--- src/rtl/psf_pkg.sv ---
// package: constants for the program status flags block
package psf_pkg;
    localparam logic [7:0] STATUS_WORD_ADDR = 8'h00_D0;
    localparam logic [7:0] STATUS_WORD_RESET = 8'h00_00;
    localparam int CARRY_POS = 7;
    localparam int HALF_CARRY_POS = 6;
    localparam int USER_ZERO_POS = 5;
    localparam int BANK_HI_POS = 4;
    localparam int BANK_LO_POS = 3;
    localparam int EXCESS_POS = 2;
    localparam int USER_ONE_POS = 1;
    localparam int PARITY_POS = 0;
    localparam logic [7:0] PRODUCT_LIMIT = 8'h00_FF;
    localparam int BANK_SHIFT = 3;
    // arithmetic operation codes presented by the execution datapath
    typedef enum logic [2:0] {
        PSF_OP_NONE,
        PSF_OP_SUM,
        PSF_OP_SUM_CARRY_IN,
        PSF_OP_SUBTRACT_WITH_BORROW,
        PSF_OP_PRODUCT,
        PSF_OP_DIVIDE,
        PSF_OP_OTHER_ARITH
    } psf_op_t;
endpackage

--- src/rtl/psf_status_word.sv ---
// module: program status word with flag update, bit access and bank select
`timescale 1ns/100ps
`default_nettype none
module psf_status_word (
    // clock and reset
    input wire logic i_clock,
    input wire logic i_rstn,
    // special function register port
    input wire logic [7:0] i_sfr_addr,
    input wire logic i_sfr_write,
    input wire logic i_sfr_read,
    input wire logic [7:0] i_sfr_wdata,
    input wire logic i_bit_write,
    input wire logic [2:0] i_bit_index,
    input wire logic i_bit_value,
    output logic [7:0] o_sfr_rdata,
    output logic o_sfr_hit,
    // execution datapath
    input wire logic i_op_valid,
    input wire logic [2:0] i_op_code,
    input wire logic [7:0] i_op_a,
    input wire logic [7:0] i_op_b,
    input wire logic [7:0] i_accumulator,
    // status outputs
    output logic [7:0] o_status_word,
    output logic o_carry_flag,
    output logic [4:0] o_bank_base
);
    logic [7:0] status_word_reg;
    logic [7:0] status_word_next;
    logic [7:0] rdata_reg;
    logic hit_reg;
    logic [4:0] bank_base_reg;
    logic carry_flag;
    logic half_carry_flag;
    logic user_flag_zero;
    logic user_flag_one;
    logic [1:0] bank_select;
    logic signed_excess_flag;
    logic parity_now;
    logic addr_hit;
    psf_pkg::psf_op_t op;
    logic cin;
    logic [8:0] full_sum;
    logic [4:0] nib_sum;
    logic [8:0] full_diff;
    logic [4:0] nib_diff;
    logic [15:0] product;
    logic sum_ovf;
    logic sub_ovf;
    logic [7:0] sw_word;
    logic sw_byte_hit;
    logic sw_bit_hit;
    logic op_sum;
    logic op_sum_cin;
    logic op_sub;
    logic op_prod;
    logic op_div;
    logic op_other;
    logic op_hits_carry;
    logic op_hits_excess;
    logic carry_next;
    logic half_carry_next;
    logic excess_next;
    logic product_big;
    logic divisor_zero;
    logic parity_chain;
    logic [7:0] rdata_next;
    logic hit_next;
    logic [4:0] bank_base_next;

    // layout checks: the flag logic assumes an eight-bit word with one bit per flag
    if (psf_pkg::CARRY_POS != 7 || psf_pkg::PARITY_POS != 0) begin : g_ends_bad
        $error("carry must sit at bit 7 and parity at bit 0");
    end
    if (psf_pkg::BANK_HI_POS != psf_pkg::BANK_LO_POS + 1) begin : g_bank_bad
        $error("bank select must be two adjacent bits");
    end
    if (psf_pkg::HALF_CARRY_POS == psf_pkg::USER_ZERO_POS || psf_pkg::EXCESS_POS == psf_pkg::USER_ONE_POS) begin : g_overlap_bad
        $error("arithmetic flags overlap the user flags");
    end
    // the five-bit base port only serves banks of eight bytes
    if (psf_pkg::BANK_SHIFT != 3) begin : g_shift_bad
        $error("bank step must be eight bytes");
    end
    if (psf_pkg::PRODUCT_LIMIT != 8'hFF) begin : g_limit_bad
        $error("product limit must be the largest eight-bit value");
    end

    assign op = psf_pkg::psf_op_t'(i_op_code);
    assign addr_hit = (i_sfr_addr == psf_pkg::STATUS_WORD_ADDR);
    // accumulator parity as an explicit xor chain, one stage per bit
    always_comb begin
        parity_chain = 1'b0;
        for (int i = 0; i < 8; i++) begin
            parity_chain = parity_chain ^ i_accumulator[i];
        end
    end
    assign parity_now = parity_chain;
    assign carry_flag = status_word_reg[psf_pkg::CARRY_POS];
    assign half_carry_flag = status_word_reg[psf_pkg::HALF_CARRY_POS];
    assign user_flag_zero = status_word_reg[psf_pkg::USER_ZERO_POS];
    assign user_flag_one = status_word_reg[psf_pkg::USER_ONE_POS];
    assign bank_select = status_word_reg[psf_pkg::BANK_HI_POS:psf_pkg::BANK_LO_POS];
    assign signed_excess_flag = status_word_reg[psf_pkg::EXCESS_POS];

    // operand arithmetic seen by the flag logic
    always_comb begin
        cin = (op == psf_pkg::PSF_OP_SUM) ? 1'b0 : carry_flag;
        full_sum = {1'b0, i_op_a} + {1'b0, i_op_b} + {8'h00, cin};
        nib_sum = {1'b0, i_op_a[3:0]} + {1'b0, i_op_b[3:0]} + {4'h0, cin};
        full_diff = {1'b0, i_op_a} - {1'b0, i_op_b} - {8'h00, carry_flag};
        nib_diff = {1'b0, i_op_a[3:0]} - {1'b0, i_op_b[3:0]} - {4'h0, carry_flag};
        product = i_op_a * i_op_b;
        sum_ovf = (i_op_a[7] == i_op_b[7]) && (full_sum[7] != i_op_a[7]);
        sub_ovf = (i_op_a[7] != i_op_b[7]) && (full_diff[7] != i_op_a[7]);
    end

    // one-hot decode of the operation code, qualified by the valid pulse
    always_comb begin
        op_sum = 1'b0;
        op_sum_cin = 1'b0;
        op_sub = 1'b0;
        op_prod = 1'b0;
        op_div = 1'b0;
        op_other = 1'b0;
        if (i_op_valid) begin
            case (op)
                psf_pkg::PSF_OP_SUM: begin
                    op_sum = 1'b1;
                end
                psf_pkg::PSF_OP_SUM_CARRY_IN: begin
                    op_sum_cin = 1'b1;
                end
                psf_pkg::PSF_OP_SUBTRACT_WITH_BORROW: begin
                    op_sub = 1'b1;
                end
                psf_pkg::PSF_OP_PRODUCT: begin
                    op_prod = 1'b1;
                end
                psf_pkg::PSF_OP_DIVIDE: begin
                    op_div = 1'b1;
                end
                psf_pkg::PSF_OP_OTHER_ARITH: begin
                    op_other = 1'b1;
                end
                default: begin
                end
            endcase
        end
        // an unknown or idle code leaves every arithmetic flag alone
        op_hits_carry = op_sum || op_sum_cin || op_sub || op_prod || op_div || op_other;
        op_hits_excess = op_sum || op_sum_cin || op_sub || op_prod || op_div;
    end

    assign product_big = (product > {8'h00, psf_pkg::PRODUCT_LIMIT});
    assign divisor_zero = (i_op_b == 8'h00);

    // software view: a byte write wins over a bit write in the same cycle
    assign sw_byte_hit = i_sfr_write && addr_hit;
    assign sw_bit_hit = i_bit_write && addr_hit && !sw_byte_hit;
    always_comb begin
        sw_word = status_word_reg;
        if (sw_byte_hit) begin
            sw_word = i_sfr_wdata;
        end else if (sw_bit_hit) begin
            sw_word[i_bit_index] = i_bit_value;
        end
    end

    // carry: out of bit 7 on sums, borrow on subtract, cleared by other arithmetic
    always_comb begin
        carry_next = 1'b0;
        if (op_sum || op_sum_cin) begin
            carry_next = full_sum[8];
        end else if (op_sub) begin
            carry_next = full_diff[8];
        end
    end

    // half-carry: carry into or borrow from the upper nibble
    always_comb begin
        half_carry_next = 1'b0;
        if (op_sum || op_sum_cin) begin
            half_carry_next = nib_sum[4];
        end else if (op_sub) begin
            half_carry_next = nib_diff[4];
        end
    end

    // overflow: one cause per op class, left unchanged by other arithmetic
    always_comb begin
        excess_next = 1'b0;
        if (op_sum || op_sum_cin) begin
            excess_next = sum_ovf;
        end else if (op_sub) begin
            excess_next = sub_ovf;
        end else if (op_prod) begin
            excess_next = product_big;
        end else if (op_div) begin
            excess_next = divisor_zero;
        end
    end

    // next word: arithmetic flags override a same-cycle write, user bits and bank follow software
    always_comb begin
        status_word_next = sw_word;
        if (op_hits_carry) begin
            status_word_next[psf_pkg::CARRY_POS] = carry_next;
            status_word_next[psf_pkg::HALF_CARRY_POS] = half_carry_next;
        end
        if (op_hits_excess) begin
            status_word_next[psf_pkg::EXCESS_POS] = excess_next;
        end
        // hardware never touches the user flags
        status_word_next[psf_pkg::USER_ZERO_POS] = sw_word[psf_pkg::USER_ZERO_POS];
        status_word_next[psf_pkg::USER_ONE_POS] = sw_word[psf_pkg::USER_ONE_POS];
        // parity is recomputed every cycle, so a write to bit 0 is lost
        status_word_next[psf_pkg::PARITY_POS] = parity_now;
    end

    always_ff @(posedge i_clock or negedge i_rstn) begin
        if (!i_rstn) begin
            status_word_reg <= psf_pkg::STATUS_WORD_RESET;
        end else begin
            status_word_reg <= status_word_next;
        end
    end

    // read data carries live parity so a read just after an accumulator change is current
    always_comb begin
        hit_next = i_sfr_read && addr_hit;
        rdata_next = 8'h00;
        if (hit_next) begin
            rdata_next = {status_word_reg[7:1], parity_now};
        end
    end

    // register read path
    always_ff @(posedge i_clock or negedge i_rstn) begin
        if (!i_rstn) begin
            rdata_reg <= 8'h00;
            hit_reg <= 1'b0;
        end else begin
            hit_reg <= hit_next;
            rdata_reg <= rdata_next;
        end
    end

    // working register bank base address
    always_comb begin
        case (status_word_next[psf_pkg::BANK_HI_POS:psf_pkg::BANK_LO_POS])
            2'b00: begin
                bank_base_next = 5'h00;
            end
            2'b01: begin
                bank_base_next = 5'h08;
            end
            2'b10: begin
                bank_base_next = 5'h10;
            end
            2'b11: begin
                bank_base_next = 5'h18;
            end
            default: begin
                bank_base_next = 5'h00;
            end
        endcase
    end

    // base moves on the same edge as the word so register accesses never see a stale bank
    always_ff @(posedge i_clock or negedge i_rstn) begin
        if (!i_rstn) begin
            bank_base_reg <= 5'h00;
        end else begin
            bank_base_reg <= bank_base_next;
        end
    end

    assign o_sfr_rdata = rdata_reg;
    assign o_sfr_hit = hit_reg;
    assign o_status_word = status_word_reg;
    assign o_carry_flag = carry_flag;
    assign o_bank_base = bank_base_reg;
endmodule
`default_nettype wire

--- config.mk ---
export PLATFORM = sky130hd
export DESIGN_NAME = psf_status_word
export DESIGN_NICKNAME = d
export VERILOG_FILES = /design/src/rtl/psf_pkg.sv /design/src/rtl/psf_status_word.sv
export SDC_FILE = /design/constraint.sdc
export NUM_CORES = 1
export LEC_CHECK = 0
export ABC_CLOCK_PERIOD_IN_PS = 3250
export BUFFER_PORTS_ARGS = -buffer_cell sky130_fd_sc_hd__buf_2
export CORE_MARGIN = 2
export CORE_UTILIZATION = 57
export DETAILED_ROUTE_END_ITERATION = 8
export GPL_TIMING_DRIVEN = 0
export PLACE_DENSITY_LB_ADDON = 0.25
export SETUP_SLACK_MARGIN = 0.4
export SYNTH_ARGS = -nofsm -noshare
export SYNTH_HDL_FRONTEND = slang
export SYNTH_SLANG_ARGS = --single-unit
--- constraint.sdc ---
create_clock -name i_clock -period 3.25 [get_ports i_clock]
set_clock_uncertainty 0.05 [all_clocks]
set_input_delay 0.1625 -clock i_clock [delete_from_list [all_inputs] [get_ports i_clock]]
set_output_delay 0.1625 -clock i_clock [all_outputs]
set_load 0.005 [all_outputs]
==> flow_metrics.py <==
metrics = {
    "worst_setup_path": {
        "crit_type": "in2reg",
        "path_cells": "buf_4 -> and2_4 -> fa_1 -> fa_1 -> fa_1 -> inv_1 -> fa_1 -> inv_2 -> ha_4 -> inv_4 -> o221a_4 -> mux2i_1 -> a311oi_2 -> a41oi_2 -> or3_1",
        "slowest_stage": "fa_1",
        "crit_top_cell": "fa_1",
        "critical_path.max_fanout": 7,
        "worstPathRequired_ns": 3.34,
        "critPathCaptureType": "flip-flop",
        "cpPeakStageDelay_ns": 0.50,
        "critPathLaunchType": "input pin",
        "cp.arrival_ns": 4.11,
    },
    "synth": {
        "yosys_warnings": 0,
        "ys_ff_latch": 18,
        "postSynthAreaPerCell_sq_um": 8.617,
        "ys.flop_type": "dfrtp_1",
        "syn_area_sq_um": 3671,
        "async_reset_ff_frac": 1.000,
        "synth_edf_count": 0,
        "synthCells": 426,
        "yosysUniqueCellTypes": 61,
        "ys_seq_area_frac": 0.1227,
    },
    "grt": {
        "grt_pass1_wl_mm": 14.79,
        "antenna_found_initial": 0,
        "gr-usage-all-layers": 0.2505,
        "grt_start_max_net_pins": 19,
        "grt_pass1_vias": 3317,
        "grt_overflow_total": 0,
    },
    "floorplan": {
        "rows": 29,
        "start_util": 0.5848,
        "fp.coreArea_sq_um": 6277,
        "fp.dieW_um": 84.25,
        "io-pin-count": 76,
        "die-area_sq_um": 7098,
        "die_y_um": 84.25,
    },
    "clocking": {
        "htreeDepth": 1,
        "clkLatencyLatePin_ns": 0.26,
        "tritoncts": "yes",
        "cts_buffers": 3,
        "clockBufferDepth": 2,
        "clock-sinks": 18,
        "clock-root-buffer": "clkbuf_8",
        "clk_pin_slew_ns": 0.07,
    },
    "placed_design": {
        "io_buffer_count": 68,
        "dp_hpwl_mm": 6.909,
        "place_congestion": 0.9052,
    },
    "run_status": {
        "status": "finished, violations left",
        "violations": "negative setup slack",
    },
    "route": {
        "drt_iter0_drc": 137,
        "drcViolationCount": 0,
        "wl_mm": 8.476,
        "viasPerCell": 5.621,
        "firstDrtPassIters": 5,
        "vias": 3249,
        "postRouteAntennaNets": 0,
        "wire_per_inst_um": 14.66,
    },
    "sta": {
        "hold_viol_final": 0,
        "timing.hold.ws_ns": 0.1362,
        "finalCritPeriodShare": 1.236,
        "fin_crit_ns": 4.017,
        "setup_violations": 1,
        "slew_violations": 0,
        "rsz0062_at_grt": "true",
        "max_freq_ghz": 0.2489,
        "fin_ws_ns": -0.7672,
        "fin_setup_tns_ns": -0.7672,
    },
    "layout": {
        "nets": 648,
        "final_core_util": 0.6960,
        "diodes": 0,
        "areaGrowthSynthToFinish_pct": 19.02,
        "drive_gt1_frac": 0.2355,
    },
    "pwr": {
        "clock_power_share": 0.099,
        "p_leak_nw": 2.256,
        "combPwrFrac": 0.763,
        "power_frac_seq": 0.138,
        "p_per_area_nw_per_um2": 422.8,
        "p_int_mw": 1.001,
        "peakVddDrop_mv": 0.4322,
        "p_switching_uw": 846.0,
        "sw_frac_of_total": 0.4580,
    },
    "job": {
        "cap_violations": 0,
    },
    "min_path": {
        "hold_path.class": "in2reg",
    },
}
-- through the flow --
step / worst slack, ns / cells / cell area, sq um / total power, mW
final: -0.7672 / 578 / 4369 / 1.847
after global routing: -0.8915 / 578 / 4369 / 2.049
after CTS: -0.8237 / 578 / 4362 / 1.849
after detailed placement: -1.223 / 573 / 4204 / 1.596
after global placement: -1.205 / 573 / 4204 / 1.559
after floorplan: -0.6496 / 428 / 3767 / 1.315
-- cell usage in the layout (no fill, tap or decap), drive strengths merged, types with 2 or more instances in the layout --
master	n
nand4	2
nor2	27
xor2	2
or3	4
a2111oi	3
nor2b	2
a31oi	2
o211ai	5
o221a	2
a21oi	20
clkbuf	8
o311ai	3
buf	75
a221oi	2
nand3	6
dfrtp	18
o21ai	10
nor3	6
fa	37
nor3b	3
o221ai	2
ha	56
o22ai	3
conb	3
inv	80
o21a	5
nand2	26
xnor2	9
nand2b	5
and2	43
mux2i	4
or4	4
and3	2
a211oi	3
-- kinds of logic after synthesis --
logic type | share of synthesized area
compound gates | 0.1466
xor+xnor | 0.02625
fa+ha+maj | 0.3926
buf+inv | 0.1009
flops | 0.1227
mux | 0.01091
other cells | 0.001022
simple gates | 0.1990
-- synthesized netlist by cell type, types with 3 or more instances --
master,number,area [sq um]
o211ai_1,5,37.54
nand2b_1,5,31.28
nor2_1,27,101.4
and2_1,43,269.0
buf_4,7,52.55
nor3b_1,3,22.52
fa_1,37,740.7
nor3_1,6,30.03
mux2i_1,4,40.04
inv_1,80,300.3
dfrtp_1,18,450.4
nand2_1,26,97.59
nand3_1,6,30.03
or4_1,3,22.52
xnor2_1,9,78.83
a21oi_1,19,95.09
o21a_1,5,37.54
a211oi_1,3,22.52
o21ai_0,9,45.04
or3_1,4,25.02
ha_1,56,700.7
-- state kept, by name, summed over array words and instances, names as in the netlist --
register       flops
o_sfr_rdata        8
o_status_word      7
o_bank_base        2
o_sfr_hit          1
-- metal layers --
layer	wire length [um]	global-route usage
met2	4243	0.4452
met4	234	0.06452
met3	356	0.02753
met1	3641	0.3258
met5	0	0
-- timing repair --
item	CTS	global route
pin swaps	6	4
gates resized for setup	25	3
setup buffers	0	0
hold buffers	1	0
endpoints found under the hold margin	18	0
cloned	0	0
endpoints found under the setup margin	1	1
-- power by group through the flow --
| stage | Combinational (mW) | Clock, mW | Sequential, mW |
|---|---|---|---|
| after floorplan | 1.06 | 0 | 0.258 |
| after detailed placement | 1.34 | 0 | 0.258 |
| after global routing | 1.60 | 0.192 | 0.257 |
| after CTS | 1.41 | 0.187 | 0.254 |
| final | 1.41 | 0.183 | 0.254 |
| after global placement | 1.30 | 0 | 0.258 |
-- layout make-up --
class,instances,area [sq um]
fillers,522,1908
repair buffers,69,399.1
clock buffers,4,55.05
inverters,80,302.8
well taps,77,96.34
multi-input cells,319,2985
flip-flops and latches,18,450.4
plain buffers,11,80.08
-- worst paths after layout --
kind	from	endpoint	slack [ns]	cells past startpoint
max in group asynchronous	i_rstn	o_sfr_rdata[7]	2.53	2
worst max-delay path	i_op_a[3]	o_status_word[2]	-0.77	15
worst min-delay path	i_sfr_wdata[5]	o_status_word[5]	0.14	3
worst max register to register	o_status_word[7]	o_status_word[2]	0.68	9
worst min register to register	o_status_word[4]	o_sfr_rdata[4]	0.47	1
min in group asynchronous	i_rstn	o_status_word[2]	0.33	2
-- worst max-delay path: cells and delay by family --
kind                     cells  cell delay, ns
multiplexers                 1            0.14
buffers and inverters        4            0.28
AND/OR/NAND/NOR              2            0.50
adder cells (fa/ha/maj)      5            2.26
AO/OA/AOI/OAI                3            0.75
No activity file was read; power rests on OpenSTA's default activity.
